## config.mk

```make
export PLATFORM = sky130hd
export DESIGN_NAME = wiecd_decode
export DESIGN_NICKNAME = d
export VERILOG_FILES = /design/src/rtl/wiecd_pkg.sv /design/src/rtl/wiecd_imm_expand.sv /design/src/rtl/wiecd_decode.sv
export SDC_FILE = /design/constraint.sdc
export NUM_CORES = 1
export LEC_CHECK = 0
export ABC_AREA = 1
export ABC_CLOCK_PERIOD_IN_PS = 2200
export BUFFER_PORTS_ARGS = -buffer_cell sky130_fd_sc_hd__buf_2
export CELL_PAD_IN_SITES_DETAIL_PLACEMENT = 2
export CELL_PAD_IN_SITES_GLOBAL_PLACEMENT = 2
export CORE_ASPECT_RATIO = 1.5
export CORE_MARGIN = 10
export CORE_UTILIZATION = 23
export DETAILED_ROUTE_END_ITERATION = 12
export GPL_ROUTABILITY_DRIVEN = 0
export GPL_TIMING_DRIVEN = 0
export PLACE_DENSITY = 0.95
export SLEW_MARGIN = 30
export SYNTH_ARGS = -nofsm -noshare
export SYNTH_HDL_FRONTEND = slang
export SYNTH_SLANG_ARGS = --single-unit
```

## constraint.sdc

```tcl
create_clock -name vclk -period 2.2
set_input_delay 0.11 -clock vclk [all_inputs]
set_output_delay 0.11 -clock vclk [all_outputs]
set_load 0.05 [all_outputs]
```

## src/rtl/wiecd_pkg.sv

```systemverilog
// Package for the wide immediate expand and control decode block.
// Assumes a 32-bit instruction presented as two halfwords, first halfword in hw1.
// Operation
// - 32-bit encoding valid only when first-halfword class field is nonzero.
// - Top immediate bits zero: bits 9:8 pick zero-extend or byte replication pattern.
// - Replicating patterns with a zero low byte flag the result unpredictable.
// - Otherwise rotate one-prefixed seven bits right by immediate bits 11:7.
// - Logical flag-setting op keeps carry for selector 00xxx, else takes bit 31.
// - Plain immediate: add, subtract (PC-relative with base 1111), move, move top.
// - Saturates; dual forms when second-halfword bits zero and DSP variant present.
// - Signed and unsigned field extract; insert, or clear when base is 1111.
// - Branch space: conditional, unconditional branch and branch with link by selector.
// - Special register write and read; permanent undefined at selector 010.
// - Opcodes 0111010 and 0111011 route to hint and misc-control decoders.
// - Hint space: nonzero first selector undefined, else listed hints by second selector.
// - Unallocated hint encodings execute as no-operations.
// - Misc control: clear exclusive, memory barrier, instruction sync barrier.
// - Opcode 0100 option picks store-bypass, physical store-bypass or data sync barrier.
// - Unallocated misc-control encodings are undefined.
package wiecd_pkg;

  localparam logic [2:0] WIECD_WIDE_PREFIX   = 3'h7;
  localparam logic [1:0] WIECD_CLASS_16BIT   = 2'h0;
  localparam logic [1:0] WIECD_CLASS_DP      = 2'h2;
  localparam logic [1:0] WIECD_IMM_UNROT     = 2'h0;
  localparam logic [1:0] WIECD_REP_ZEXT      = 2'h0;
  localparam logic [1:0] WIECD_REP_02        = 2'h1;
  localparam logic [1:0] WIECD_REP_13        = 2'h2;
  localparam logic [1:0] WIECD_REP_ALL       = 2'h3;
  localparam logic [3:0] WIECD_REG_PC        = 4'hf;

  localparam logic [4:0] WIECD_OP_ADDW       = 5'h00;
  localparam logic [4:0] WIECD_OP_MOVW       = 5'h04;
  localparam logic [4:0] WIECD_OP_SUBW       = 5'h0a;
  localparam logic [4:0] WIECD_OP_MOVE_TOP   = 5'h0c;
  localparam logic [4:0] WIECD_OP_SAT_S      = 5'h10;
  localparam logic [4:0] WIECD_OP_SAT_S_D    = 5'h12;
  localparam logic [4:0] WIECD_OP_EXT_S      = 5'h14;
  localparam logic [4:0] WIECD_OP_INSERT     = 5'h16;
  localparam logic [4:0] WIECD_OP_SAT_U      = 5'h18;
  localparam logic [4:0] WIECD_OP_SAT_U_D    = 5'h1a;
  localparam logic [4:0] WIECD_OP_EXT_U      = 5'h1c;

  localparam logic [6:0] WIECD_BR_SREG_WR    = 7'h38;
  localparam logic [6:0] WIECD_BR_HINT       = 7'h3a;
  localparam logic [6:0] WIECD_BR_MISC       = 7'h3b;
  localparam logic [6:0] WIECD_BR_SREG_RD    = 7'h3e;
  localparam logic [6:0] WIECD_BR_PERM_UND   = 7'h7f;
  localparam logic [6:0] WIECD_BR_CONDMASK   = 7'h38;
  localparam logic [2:0] WIECD_SEL_PERM_UND  = 3'h2;

  localparam logic [7:0] WIECD_HINT_NOP      = 8'h00;
  localparam logic [7:0] WIECD_HINT_YIELD    = 8'h01;
  localparam logic [7:0] WIECD_HINT_WAIT_EV  = 8'h02;
  localparam logic [7:0] WIECD_HINT_WAIT_IRQ = 8'h03;
  localparam logic [7:0] WIECD_HINT_SEND_EV  = 8'h04;
  localparam logic [7:0] WIECD_HINT_SPEC_BAR = 8'h14;
  localparam logic [3:0] WIECD_HINT_DEBUG_HI = 4'hf;

  localparam logic [3:0] WIECD_MC_CLEAR_EX   = 4'h2;
  localparam logic [3:0] WIECD_MC_SYNC_BAR   = 4'h4;
  localparam logic [3:0] WIECD_MC_MEM_BAR    = 4'h5;
  localparam logic [3:0] WIECD_MC_INSN_BAR   = 4'h6;
  localparam logic [3:0] WIECD_OPT_BYPASS    = 4'h0;
  localparam logic [3:0] WIECD_OPT_PHYS_BYP  = 4'h4;

  typedef enum logic [5:0] {
    WIECD_NONE           = 6'h00, WIECD_ADD_WIDE     = 6'h01, WIECD_SUB_WIDE      = 6'h02,
    WIECD_PC_REL_ADDR    = 6'h03, WIECD_MOVE_WIDE    = 6'h04, WIECD_MOVE_TOP_HALF = 6'h05,
    WIECD_SIGNED_SAT     = 6'h06, WIECD_UNSIGNED_SAT = 6'h07, WIECD_DUAL_SIGNED_SAT = 6'h08,
    WIECD_DUAL_UNSIGNED_SAT = 6'h09, WIECD_SIGNED_FIELD_EXTRACT = 6'h0a,
    WIECD_UNSIGNED_FIELD_EXTRACT = 6'h0b, WIECD_FIELD_INSERT = 6'h0c,
    WIECD_FIELD_CLEAR    = 6'h0d, WIECD_COND_BRANCH  = 6'h0e, WIECD_BRANCH        = 6'h0f,
    WIECD_BRANCH_WITH_LINK = 6'h10, WIECD_SPECIAL_REG_WRITE = 6'h11,
    WIECD_SPECIAL_REG_READ = 6'h12, WIECD_PERMANENT_UNDEFINED = 6'h13,
    WIECD_NOP_HINT       = 6'h14, WIECD_YIELD_HINT   = 6'h15, WIECD_WAIT_EVENT_HINT = 6'h16,
    WIECD_WAIT_INTERRUPT_HINT = 6'h17, WIECD_SEND_EVENT_HINT = 6'h18,
    WIECD_SPECULATIVE_DATA_BARRIER = 6'h19, WIECD_DEBUG_HINT = 6'h1a,
    WIECD_CLEAR_EXCLUSIVE_MONITOR = 6'h1b, WIECD_DATA_MEMORY_BARRIER = 6'h1c,
    WIECD_INSTRUCTION_SYNC_BARRIER = 6'h1d, WIECD_DATA_SYNC_BARRIER = 6'h1e,
    WIECD_STORE_BYPASS_BARRIER = 6'h1f, WIECD_PHYSICAL_STORE_BYPASS_BARRIER = 6'h20,
    WIECD_MODIFIED_IMM_DP = 6'h21, WIECD_UNDEFINED   = 6'h22
  } wiecd_class_t;

  typedef struct packed {
    logic [31:0] value;
    logic        carry_out;
    logic        unpredictable;
  } wiecd_imm_t;

endpackage : wiecd_pkg

```

## src/rtl/wiecd_imm_expand.sv

```systemverilog
// Wide immediate expander: 12-bit packed immediate to 32-bit constant and carry.
// Purely combinational; caller supplies the current carry flag.
`timescale 1ns/1ps
module wiecd_imm_expand
  import wiecd_pkg::*;
(
  input  wire logic [11:0] packed_immediate_field,
  input  wire logic        carry_in,
  output wiecd_imm_t       imm_out
);

  wire logic [7:0]  low_byte  = packed_immediate_field[7:0];
  wire logic        is_unrot  = packed_immediate_field[11:10] == WIECD_IMM_UNROT;
  wire logic [1:0]  rep_sel   = packed_immediate_field[9:8];
  wire logic [4:0]  rot_amt   = packed_immediate_field[11:7];
  wire logic [31:0] unrot_val = {24'h000000, 1'b1, packed_immediate_field[6:0]};
  wire logic [63:0] doubled   = {unrot_val, unrot_val};
  wire logic [31:0] rotated   = doubled[rot_amt +: 32];
  wire logic [31:0] rep_val   =
      (rep_sel == WIECD_REP_ZEXT) ? {24'h000000, low_byte} :
      (rep_sel == WIECD_REP_02)   ? {8'h00, low_byte, 8'h00, low_byte} :
      (rep_sel == WIECD_REP_13)   ? {low_byte, 8'h00, low_byte, 8'h00} :
                                    {4{low_byte}};

  assign imm_out.value         = is_unrot ? rep_val : rotated;
  // Rotate carry is bit 31 of the rotated result
  assign imm_out.carry_out     = is_unrot ? carry_in : rotated[31];
  assign imm_out.unpredictable = is_unrot && (rep_sel != WIECD_REP_ZEXT)
                                 && (low_byte == 8'h00);

endmodule : wiecd_imm_expand

```

## src/rtl/wiecd_decode.sv

```systemverilog
// Decode of modified-immediate, plain-immediate and branch/control 32-bit encodings.
// Assumes halfwords are stable for the cycle; outputs settle combinationally.
`timescale 1ns/1ps
module wiecd_decode
  import wiecd_pkg::*;
#(
  parameter bit DSP_EXT = 1'b1
)(
  input  wire logic [15:0] hw1,
  input  wire logic [15:0] hw2,
  input  wire logic        program_status_flags_c,
  input  wire logic        logical_set_flags,
  output wiecd_class_t     insn_class,
  output wiecd_imm_t       imm_info,
  output logic             carry_next,
  output logic             undefined_insn,
  output logic             unpredictable_insn
);

  // ------------------------------------------------------------
  // Field extraction
  // ------------------------------------------------------------
  wire logic        is_wide   = (hw1[15:13] == WIECD_WIDE_PREFIX)
                                && (hw1[12:11] != WIECD_CLASS_16BIT);
  wire logic        sp_dp     = is_wide && (hw1[12:11] == WIECD_CLASS_DP);
  wire logic        sp_modimm = sp_dp && !hw2[15] && !hw1[9];
  wire logic        sp_plain  = sp_dp && !hw2[15] && hw1[9];
  wire logic        sp_branch = sp_dp && hw2[15];
  wire logic [4:0]  plain_op  = hw1[8:4];
  wire logic [3:0]  base_reg  = hw1[3:0];
  wire logic        base_pc   = base_reg == WIECD_REG_PC;
  wire logic [6:0]  br_op     = hw1[10:4];
  wire logic [2:0]  br_sel    = hw2[14:12];
  wire logic [2:0]  hint_sel1 = hw2[10:8];
  wire logic [7:0]  hint_sel2 = hw2[7:0];
  wire logic [3:0]  mc_op     = hw2[7:4];
  wire logic [3:0]  mc_option = hw2[3:0];
  wire logic [11:0] immediate_field = {hw1[10], hw2[14:12], hw2[7:0]};
  wire logic [4:0]  carry_sel = immediate_field[11:7];
  wire logic        dual_form = (hw2[14:12] == 3'h0) && (hw2[7:6] == 2'h0) && DSP_EXT;

  // ------------------------------------------------------------
  // Immediate expansion
  // ------------------------------------------------------------
  wiecd_imm_expand u_expand (
    .packed_immediate_field (immediate_field),
    .carry_in               (program_status_flags_c),
    .imm_out                (imm_info)
  );

  // Only logical flag-setting ops move carry; others leave it for the ALU
  assign carry_next = (logical_set_flags && sp_modimm && carry_sel[4:3] != 2'h0)
                      ? imm_info.value[31] : program_status_flags_c;
  assign unpredictable_insn = sp_modimm && imm_info.unpredictable;

  // ------------------------------------------------------------
  // Plain binary immediate
  // ------------------------------------------------------------
  wiecd_class_t plain_class;
  always_comb begin
    case (plain_op)
      WIECD_OP_ADDW:   plain_class = base_pc ? WIECD_PC_REL_ADDR : WIECD_ADD_WIDE;
      WIECD_OP_SUBW:   plain_class = base_pc ? WIECD_PC_REL_ADDR : WIECD_SUB_WIDE;
      WIECD_OP_MOVW:   plain_class = WIECD_MOVE_WIDE;
      WIECD_OP_MOVE_TOP: plain_class = WIECD_MOVE_TOP_HALF;
      WIECD_OP_SAT_S:    plain_class = WIECD_SIGNED_SAT;
      WIECD_OP_SAT_U:    plain_class = WIECD_UNSIGNED_SAT;
      WIECD_OP_SAT_S_D:  plain_class = dual_form ? WIECD_DUAL_SIGNED_SAT
                                                 : WIECD_SIGNED_SAT;
      WIECD_OP_SAT_U_D:  plain_class = dual_form ? WIECD_DUAL_UNSIGNED_SAT
                                                 : WIECD_UNSIGNED_SAT;
      WIECD_OP_EXT_S:    plain_class = WIECD_SIGNED_FIELD_EXTRACT;
      WIECD_OP_EXT_U:    plain_class = WIECD_UNSIGNED_FIELD_EXTRACT;
      WIECD_OP_INSERT:   plain_class = base_pc ? WIECD_FIELD_CLEAR
                                               : WIECD_FIELD_INSERT;
      default:         plain_class = WIECD_UNDEFINED;
    endcase
  end

  // ------------------------------------------------------------
  // Hint and miscellaneous control
  // ------------------------------------------------------------
  wiecd_class_t hint_class;
  always_comb begin
    if (hint_sel1 != 3'h0) begin
      hint_class = WIECD_UNDEFINED;
    end else if (hint_sel2[7:4] == WIECD_HINT_DEBUG_HI) begin
      hint_class = WIECD_DEBUG_HINT;
    end else begin
      case (hint_sel2)
        WIECD_HINT_NOP:   hint_class = WIECD_NOP_HINT;
        WIECD_HINT_YIELD: hint_class = WIECD_YIELD_HINT;
        WIECD_HINT_WAIT_EV:  hint_class = WIECD_WAIT_EVENT_HINT;
        WIECD_HINT_WAIT_IRQ: hint_class = WIECD_WAIT_INTERRUPT_HINT;
        WIECD_HINT_SEND_EV:  hint_class = WIECD_SEND_EVENT_HINT;
        WIECD_HINT_SPEC_BAR: hint_class = WIECD_SPECULATIVE_DATA_BARRIER;
        // Reserved hints behave as no-ops rather than trapping
        default:          hint_class = WIECD_NOP_HINT;
      endcase
    end
  end

  wiecd_class_t misc_class;
  always_comb begin
    case (mc_op)
      WIECD_MC_CLEAR_EX: misc_class = WIECD_CLEAR_EXCLUSIVE_MONITOR;
      WIECD_MC_MEM_BAR:  misc_class = WIECD_DATA_MEMORY_BARRIER;
      WIECD_MC_INSN_BAR: misc_class = WIECD_INSTRUCTION_SYNC_BARRIER;
      WIECD_MC_SYNC_BAR: begin
        case (mc_option)
          WIECD_OPT_BYPASS:   misc_class = WIECD_STORE_BYPASS_BARRIER;
          WIECD_OPT_PHYS_BYP: misc_class = WIECD_PHYSICAL_STORE_BYPASS_BARRIER;
          default:         misc_class = WIECD_DATA_SYNC_BARRIER;
        endcase
      end
      default:        misc_class = WIECD_UNDEFINED;
    endcase
  end

  // ------------------------------------------------------------
  // Branches and control
  // ------------------------------------------------------------
  wiecd_class_t br_class;
  always_comb begin
    if (br_sel[0]) begin
      br_class = br_sel[2] ? WIECD_BRANCH_WITH_LINK : WIECD_BRANCH;
    end else if (br_sel == WIECD_SEL_PERM_UND && br_op == WIECD_BR_PERM_UND) begin
      br_class = WIECD_PERMANENT_UNDEFINED;
    end else if (br_sel[2]) begin
      br_class = WIECD_UNDEFINED;
    end else if ((br_op & WIECD_BR_CONDMASK) != WIECD_BR_CONDMASK) begin
      br_class = WIECD_COND_BRANCH;
    end else begin
      case (br_op)
        WIECD_BR_SREG_WR, WIECD_BR_SREG_WR | 7'h01: br_class = WIECD_SPECIAL_REG_WRITE;
        WIECD_BR_SREG_RD, WIECD_BR_SREG_RD | 7'h01: br_class = WIECD_SPECIAL_REG_READ;
        WIECD_BR_HINT:                      br_class = hint_class;
        WIECD_BR_MISC:                      br_class = misc_class;
        default:                            br_class = WIECD_UNDEFINED;
      endcase
    end
  end

  // ------------------------------------------------------------
  // Final class and undefined indication
  // ------------------------------------------------------------
  assign insn_class = sp_branch ? br_class :
                      sp_plain  ? plain_class :
                      sp_modimm ? WIECD_MODIFIED_IMM_DP : WIECD_NONE;
  assign undefined_insn = (insn_class == WIECD_UNDEFINED)
                          || (insn_class == WIECD_PERMANENT_UNDEFINED);

endmodule : wiecd_decode

```

==> flow_summary.json, run 1 <==
{
  "tns_ps": 0,
  "grt_max_degree": 11,
  "period_minus_slack_ps": 2020,
  "powerDensity_nw_per_um2": 259,
  "synthesis.area_um2": 1600,
  "grt.overflow.total": 0,
  "initial_utilization_pct": 23.4,
  "core_area_um2": 6810,
  "placed_area_um2": 2060,
  "rows": 37,
  "drt_first_pass_iters": 4,
  "netlist_instances": 344,
  "die_w_um": 88,
  "mostFrequentLayoutCells": "nand2_1 (117), buf_2 (76), inv_1 (46)",
  "rsz0062_at_grt": "no",
  "cp_num_buf_inv": 4,
  "worstHoldPathType": "input pin to output pin",
  "finalHoldViolations": 0,
  "cp-start-kind": "input pin",
  "worst_path_max_delay_cell": "o31ai_2",
  "peakVddDrop_v": 0.000111,
  "slowest_delay_ps": 290,
  "area_growth_syn_to_layout_pct": 29.6,
  "cp_cell_sequence": "buf_2, buf_4, nor2_4, inv_1, o31ai_2, nand3_1, nand2_1, nand2_1, nor2_1, nand2_1, nor2_1, buf_2",
  "cp.depth": 12,
  "ys_seq_area_share_pct": 0,
  "status": "complete, no violations",
  "grt_pass1_vias": 3086,
  "period_share_pct": 91.9,
  "dp_hpwl_um": 8160,
  "slew_viol_final": 0,
  "io_buffers": 71,
  "nFlopsAndLatches": 0,
  "die_h_um": 122,
  "finish.instance_area_um2": 2070,
  "vias_per_cell": 5.42,
  "wl_um": 9220,
  "num-clock-buffers": 0,
  "fmax_ghz": 0.495,
  "cp.arrival_ps": 1910,
  "ant_nets": 0,
  "worstSetupEndpoint": "undefined_insn",
  "antenna_found_initial": 0,
  "pin_count": 77,
  "synth_nets": 378,
  "max-cap-violations": 0,
  "crit_path_end_kind": "output pin",
  "vias": 2673,
  "yosys_warnings": 0,
  "grtUsageTotal_pct": 16.7,
  "layout-drive-gt1-share_pct": 22.9,
  "timing.slew.headroom_pct": 62.5,
  "regArea_um2": 0,
  "grt_pass1_wl_um": 15000,
  "avgSynthCellArea_um2": 4.64,
  "setup_viol": 0,
  "dieArea_um2": 10700,
  "synthDistinctLibCells": 29,
  "num_antenna_cells": 0,
  "worstMarginPinSlew_ps": 558,
  "mostFrequentLayoutCell": "nand2_1",
  "p_leak_nw": 1.16,
  "drc": 0,
  "critPathKind": "input pin to output pin",
  "cp-startpoint": "hw2[12]",
  "crit_fanout": 10,
  "drt_iter0_markers": 72,
  "cp_top_family": "simple AND/OR/NAND/NOR gates",
  "fin_nets": 451,
  "path_common_cell": "nand2_1",
  "cp.required_ps": 2090,
  "post_drt_wl_per_cell_um": 18.7
}
[cell families (layout without fill, tap and decap cells)]
| family | count (synthesis) | after routing | synth area share, % |
|---|---|---|---|
| and+or+nand+nor | 220 | 220 | 59.1 |
| buffers and inverters | 63 | 134 | 16.2 |
| AOI/OAI and AO/OA | 60 | 60 | 24.2 |
| muxes | 1 | 1 | 0.627 |
[routing by layer]
layer / wire length (µm) / track usage (%) / up-vias
met4: 270 / 4.70 / 0
met5: 0 / 0 / -
met2: 5010 / 33.1 / 76
li1: - / - / 1278
met3: 397 / 2.20 / 21
met1: 3540 / 17.2 / 1298
[synth_stat cells]
cell | number | share of area [%]
inv_1 | 46 | 11
nor2_2 | 2 | 0.78
nor2_4 | 2 | 1.4
o31ai_1 | 3 | 1.4
o21ai_0 | 15 | 4.7
nand4_1 | 7 | 2.7
nor4_1 | 3 | 1.2
nand2_1 | 117 | 28
o21ai_1 | 11 | 3.5
and3_1 | 1 | 0.39
nand3_1 | 30 | 9.4
or2_1 | 1 | 0.39
nor2_8 | 1 | 1.3
a21oi_1 | 5 | 1.6
a31oi_1 | 1 | 0.39
o221ai_1 | 10 | 5.5
buf_2 | 5 | 1.6
nor3_1 | 8 | 2.5
o21a_1 | 2 | 0.94
a31oi_2 | 1 | 0.78
o32ai_1 | 2 | 1.1
o211ai_1 | 5 | 2.4
nand2_2 | 1 | 0.39
mux2i_1 | 1 | 0.63
nor2_1 | 47 | 11
buf_4 | 4 | 1.9
inv_2 | 3 | 0.71
o22ai_1 | 5 | 2.0
clkbuf_1 | 5 | 1.2
[where the power goes]
part           internal (mW)  switching, mW  total, mW  leakage, nW
sequential                 0              0          0            0
clock                      0              0          0            0
combinational          0.127          0.408      0.535         1.16
total                  0.127          0.408      0.535         1.16
[worst min path at each step]
stage	startpoint	to	slack, ps	depth (start not counted)
6_report	program_status_flags_c	carry_next	650	4
5_1_grt	program_status_flags_c	carry_next	650	4
4_1_cts	program_status_flags_c	carry_next	650	4
3_5_place_dp	program_status_flags_c	carry_next	640	4
3_3_place_gp	program_status_flags_c	carry_next	640	4
2_1_floorplan	program_status_flags_c	carry_next	440	2
[final cells by class]
class                           count  area (µm²)
Inverter                           49         184
Timing Repair Buffer               71         355
Tap cell                           78        97.6
Buffer                             14        73.8
Multi-Input combinational cell    281        1360
Fill cell                         938        4740
[stage by stage]
stage                     total power [mW]  hold WS (ps)  instances  worst slack (ps)  util (%)
final                                0.535           649        493               178      30.4
after global routing                 0.575           655        493              19.2      30.4
after CTS                            0.535           646        493              84.9      30.2
after detailed placement             0.533           645        493              95.9      30.2
after global placement               0.513           636        493               155      30.2
after floorplan                      0.368           436        344             -4.43         -
[timing repair]
| item | 4_1_cts | 5_1_grt |
|---|---|---|
| setup buffers | 0 | 0 |
| endpoints found under the setup margin | 0 | 7 |
| hold buffers | 0 | 0 |
| resized for setup | 0 | 3 |
Note: power is estimated with default switching activity, not from simulation.
==> run 2, diff against run 1 <==
--- a/config.mk
+++ b/config.mk
@@ -5,14 +5,13 @@
 export SDC_FILE = /design/constraint.sdc
 export NUM_CORES = 1
 export LEC_CHECK = 0
-export ABC_AREA = 1
 export ABC_CLOCK_PERIOD_IN_PS = 2200
 export BUFFER_PORTS_ARGS = -buffer_cell sky130_fd_sc_hd__buf_2
 export CELL_PAD_IN_SITES_DETAIL_PLACEMENT = 2
 export CELL_PAD_IN_SITES_GLOBAL_PLACEMENT = 2
 export CORE_ASPECT_RATIO = 1.5
-export CORE_MARGIN = 10
-export CORE_UTILIZATION = 23
+export CORE_MARGIN = 2
+export CORE_UTILIZATION = 25
 export DETAILED_ROUTE_END_ITERATION = 12
 export GPL_ROUTABILITY_DRIVEN = 0
 export GPL_TIMING_DRIVEN = 0
==> run 2 against run 1 <==
The run now ends with negative setup slack left; critical path depth down 3; fmax down 13%; routed wire length down 9.6%; sequential share of layout area unchanged; combinational power up 6.2%; die area down 36%; setup slack worse by 310 ps; sequential cell count unchanged; final cell count down 18%; largest power group unchanged.
==> flow_summary.json, run 2 <==
{
  "worst_path_max_delay_cell": "or4b_4",
  "setup_viol": 1,
  "crit_path_end_kind": "output pin",
  "powerDensity_nw_per_um2": 257,
  "multi_input_area_um2": 1560,
  "cp-start-kind": "input pin",
  "ys_seq_area_share_pct": 0,
  "layout-drive-gt1-share_pct": 34.8,
  "drc": 0,
  "period_minus_slack_ps": 2330,
  "die_w_um": 68.4,
  "grt_max_degree": 11,
  "num-clock-buffers": 0,
  "worst_slack_ps": -128,
  "period_share_pct": 106,
  "mostFrequentLayoutCell": "buf_2",
  "ctsHoldBuffers": 0,
  "cp.required_ps": 2090,
  "grt.overflow.total": 0,
  "dieArea_um2": 6880,
  "nFlopsAndLatches": 0,
  "worstSetupEndpoint": "undefined_insn",
  "die_h_um": 101,
  "rows": 35,
  "slew_viol_final": 0,
  "finish.instance_area_um2": 2210,
  "status": "finished, violations left",
  "area_growth_syn_to_layout_pct": 42.2,
  "synth_nets": 292,
  "cp-startpoint": "hw2[0]",
  "drt_first_pass_iters": 4,
  "antenna_found_initial": 0,
  "synth_most_common_cell": "nand2_1",
  "num_antenna_cells": 0,
  "core_area_um2": 6090,
  "cp_cell_sequence": "buf_6, or4b_4, nor3_4, o311ai_4, a2111o_1, o311ai_4, mux2i_4, nor4b_4, buf_6",
  "synth_area_leader_cell": "nand2_1",
  "synthTopCellsByCount": "nand2_1 (35), nor2_1 (24), clkbuf_1 (23)",
  "peakVddDrop_v": 0.000123,
  "fill_cells": 745,
  "ant_nets": 0,
  "p_total_mw": 0.568,
  "yosys.area.top_type_share_pct": 8.45,
  "synthesis.area_um2": 1560,
  "slowest_delay_ps": 570,
  "cp.arrival_ps": 2220,
  "grtUsageTotal_pct": 23.8,
  "finalHoldViolations": 0,
  "dp_hpwl_um": 6670,
  "worstMarginPinSlew_ps": 605,
  "pin_count": 77,
  "synth.area.top_cells": "nand2_1 (8.4%), a21oi_1 (5.8%), nor2_1 (5.8%)",
  "regArea_um2": 0,
  "vias_per_cell": 6.09,
  "grt_pass1_vias": 2585,
  "p_leak_nw": 0.949,
  "rsz0062_at_grt": "yes",
  "placed_area_um2": 2060,
  "synthDistinctLibCells": 64,
  "fmax_ghz": 0.430,
  "crit_fanout": 4,
  "io_buffers": 69,
  "critPathKind": "input pin to output pin",
  "post_drt_wl_per_cell_um": 20.6,
  "worstHoldPathType": "input pin to output pin",
  "netlist_instances": 258,
  "mostFrequentLayoutCells": "buf_2 (66), nand2_1 (35), nor2_1 (22)",
  "fin_nets": 366,
  "yosys_warnings": 0,
  "timing.slew.headroom_pct": 59.7,
  "wl_um": 8340,
  "violations": "negative setup slack",
  "grt_pass1_wl_um": 12800,
  "initial_utilization_pct": 25.5,
  "drt_iter0_markers": 65,
  "vias": 2460,
  "avgSynthCellArea_um2": 6.03,
  "tns_ps": -128,
  "max-cap-violations": 0
}
## run 2: cell count changes after synthesis, moves of 7 or more
cell	previous run	this run
nand3_1	30	12
a21oi_1	5	18
inv_1	46	4
o221ai_1	10	0
nor2_1	47	24
nand2_1	117	35
clkbuf_1	5	23
mux2i_1	1	8
## run 2: worst max-delay path, delay by kind of cell
family / cells / cell delay (ps)
compound gates: 3 / 660
buf+inv: 2 / 280
mux: 1 / 130
simple gates: 3 / 1020
## run 2: how the worst min path moves through the flow
| stage | startpoint | to | cells past startpoint |
|---|---|---|---|
| 4_1_cts | program_status_flags_c | imm_info[1] | 4 |
| 5_1_grt | program_status_flags_c | imm_info[1] | 4 |
| 6_report | program_status_flags_c | imm_info[1] | 4 |
| 2_1_floorplan | hw1[11] | insn_class[4] | 2 |
| 3_3_place_gp | program_status_flags_c | imm_info[1] | 4 |
| 3_5_place_dp | program_status_flags_c | imm_info[1] | 4 |
## run 2: layer usage
layer	vias to the layer above	wire, µm	track usage [%]
met5	-	0	0
met4	0	160	6.77
met3	17	293	0.447
met2	90	4780	48.1
met1	1221	3110	25.0
li1	1132	-	-
## run 2: final cells by class
type                       instances  area share, %
buffer                            28           6.90
inverter                           6           1.02
multi-input combinational        224           70.3
tap                               74           4.19
timing repair buffer              72           17.5
## run 2: kinds of logic after synthesis
logic type	Yosys count	share of synthesized area [%]
xor gates and xnor gates	1	0.563
and+or+nand+nor	123	42.4
muxes	12	8.05
AOI/OAI and AO/OA	88	40.1
buffers and inverters	34	8.85
## run 2: report_power, final
part           internal (mW)  switching (mW)
clock                      0               0
combinational          0.162           0.406
sequential                 0               0
## run 2: repair_timing
item,4_1_cts,5_1_grt
pin swaps,0,0
resized for setup,21,24
hold endpoints to repair,0,0
buffers inserted,2,1
setup endpoints to repair,23,16
cloned,0,0
## run 2: per-stage QoR
| stage | hold WS [ps] | utilization [%] | instances | setup slack, ps |
|---|---|---|---|---|
| global route | 668 | 36.3 | 404 | -234 |
| floorplan | 516 | - | 258 | -405 |
| global placement | 644 | 33.8 | 401 | -309 |
| finish | 641 | 36.3 | 404 | -128 |
| detailed placement | 643 | 33.8 | 401 | -428 |
| CTS | 644 | 35.2 | 403 | -163 |
==> run 3, diff against run 2 <==
--- a/config.mk
+++ b/config.mk
@@ -16,6 +16,7 @@
 export GPL_ROUTABILITY_DRIVEN = 0
 export GPL_TIMING_DRIVEN = 0
 export PLACE_DENSITY = 0.95
+export RECOVER_POWER = 25
 export SLEW_MARGIN = 30
 export SYNTH_ARGS = -nofsm -noshare
 export SYNTH_HDL_FRONTEND = slang
==> run 3 against run 2 <==
The flow still finishes with violations (negative setup slack); sequential share of layout area unchanged; largest power group unchanged; final cell count unchanged; total power about the same; final area is 0.11% lower; combinational power hardly changed.
==> flow_summary.json, run 3 (synthesis results as in run 2) <==
{
  "status": "finished, violations left",
  "violations": "negative setup slack",
  "p_total_mw": 0.568,
  "drc": 0,
  "worstHoldPathCells": 3,
  "die_h_um": 101,
  "nFlopsAndLatches": 0,
  "drt_first_pass_iters": 4,
  "post_drt_wl_per_cell_um": 20.6,
  "area_growth_syn_to_layout_pct": 42.0,
  "grt_pass1_vias": 2585,
  "crit_fanout": 4,
  "dieArea_um2": 6880,
  "fin_nets": 366,
  "finalHoldViolations": 0,
  "min_to": "carry_next",
  "peakVddDrop_v": 0.000123,
  "grt_pass1_wl_um": 12800,
  "initial_utilization_pct": 25.5,
  "rows": 35,
  "critPathKind": "input pin to output pin",
  "layout-drive-gt1-share_pct": 34.2,
  "hp-start": "program_status_flags_c",
  "wl_um": 8330,
  "fill_cells": 746,
  "period_share_pct": 106,
  "dp.cells": 401,
  "slew_viol_final": 0,
  "drt_iter0_markers": 76,
  "multi_input_area_um2": 1560,
  "die_w_um": 68.4,
  "period_minus_slack_ps": 2330,
  "rsz0062_at_grt": "yes",
  "p_leak_nw": 0.936,
  "slowest_delay_ps": 570,
  "holdWs_ps": 669,
  "mostFrequentLayoutCells": "buf_2 (57), nand2_1 (35), nor2_1 (22)",
  "ctsHoldBuffers": 0,
  "io_buffers": 69,
  "crit_path_end_kind": "output pin",
  "instances_no_fill": 404,
  "core_area_um2": 6090,
  "pin_count": 77,
  "ant_nets": 0,
  "worst_slack_ps": -130,
  "cp.depth": 9,
  "cp.arrival_ps": 2220,
  "mostFrequentLayoutCell": "buf_2",
  "cp_num_buf_inv": 2,
  "grt.overflow.total": 0,
  "max-cap-violations": 0,
  "grt_max_degree": 11,
  "num-clock-buffers": 0,
  "worstHoldPathType": "input pin to output pin",
  "cp.required_ps": 2090,
  "antenna_found_initial": 0,
  "worst_path_max_delay_cell": "or4b_4",
  "vias_per_cell": 6.10,
  "vias": 2465,
  "dp_hpwl_um": 6670,
  "num_antenna_cells": 0,
  "fmax_ghz": 0.429,
  "powerDensity_nw_per_um2": 257,
  "worstMarginPinSlew_ps": 595,
  "cp-start-kind": "input pin",
  "regArea_um2": 0,
  "timing.slew.headroom_pct": 60.4,
  "setup_viol": 3,
  "cp_cell_sequence": "buf_6, or4b_4, nor3_4, o311ai_4, a2111o_1, o311ai_4, mux2i_4, nor4b_4, buf_6",
  "cp_top_family": "simple AND/OR/NAND/NOR gates",
  "grtUsageTotal_pct": 23.8
}
-- run 3: metal layers --
| layer | global-route usage, % | wire (µm) | vias up | share of wire, % |
|---|---|---|---|---|
| li1 | - | - | 1137 | - |
| met1 | 25.0 | 3080 | 1217 | 37 |
| met2 | 48.1 | 4770 | 89 | 57 |
| met3 | 0.447 | 289 | 22 | 3.5 |
| met4 | 6.77 | 194 | 0 | 2.3 |
| met5 | 0 | 0 | - | 0 |
-- run 3: power by group --
| group | internal [mW] | switching (mW) |
|---|---|---|
| clock network | 0 | 0 |
| logic | 0.162 | 0.406 |
| registers | 0 | 0 |
-- run 3: final cells by class --
| class | count | area share [%] |
|---|---|---|
| plain buffers | 28 | 6.86 |
| inverters | 6 | 1.02 |
| multi-input cells | 224 | 70.4 |
| well taps | 74 | 4.19 |
| repair buffers | 72 | 17.5 |
-- run 3: per-stage QoR --
step | cell area [µm²] | setup TNS (ps) | utilization [%] | setup slack [ps]
floorplan | 1620 | -458 | - | -405
detailed placement | 2060 | -4180 | 33.8 | -428
CTS | 2140 | -163 | 35.2 | -163
finish | 2210 | -147 | 36.3 | -130
global placement | 2060 | -2170 | 33.8 | -309
global route | 2210 | -664 | 36.3 | -234
-- run 3: repair_timing --
action	in CTS	in global routing
buffers inserted	2	1
resized for setup	21	24
gates cloned	0	0
endpoints found under the setup margin	23	16
-- run 3: worst max-delay path by stage --
stage | end | slack (ps) | startpoint
finish | undefined_insn | -130 | hw2[0]
global route | undefined_insn | -230 | hw2[0]
CTS | undefined_insn | -160 | hw2[0]
detailed placement | imm_info[26] | -430 | hw2[7]
global placement | undefined_insn | -310 | hw2[7]
floorplan | undefined_insn | -400 | hw2[3]
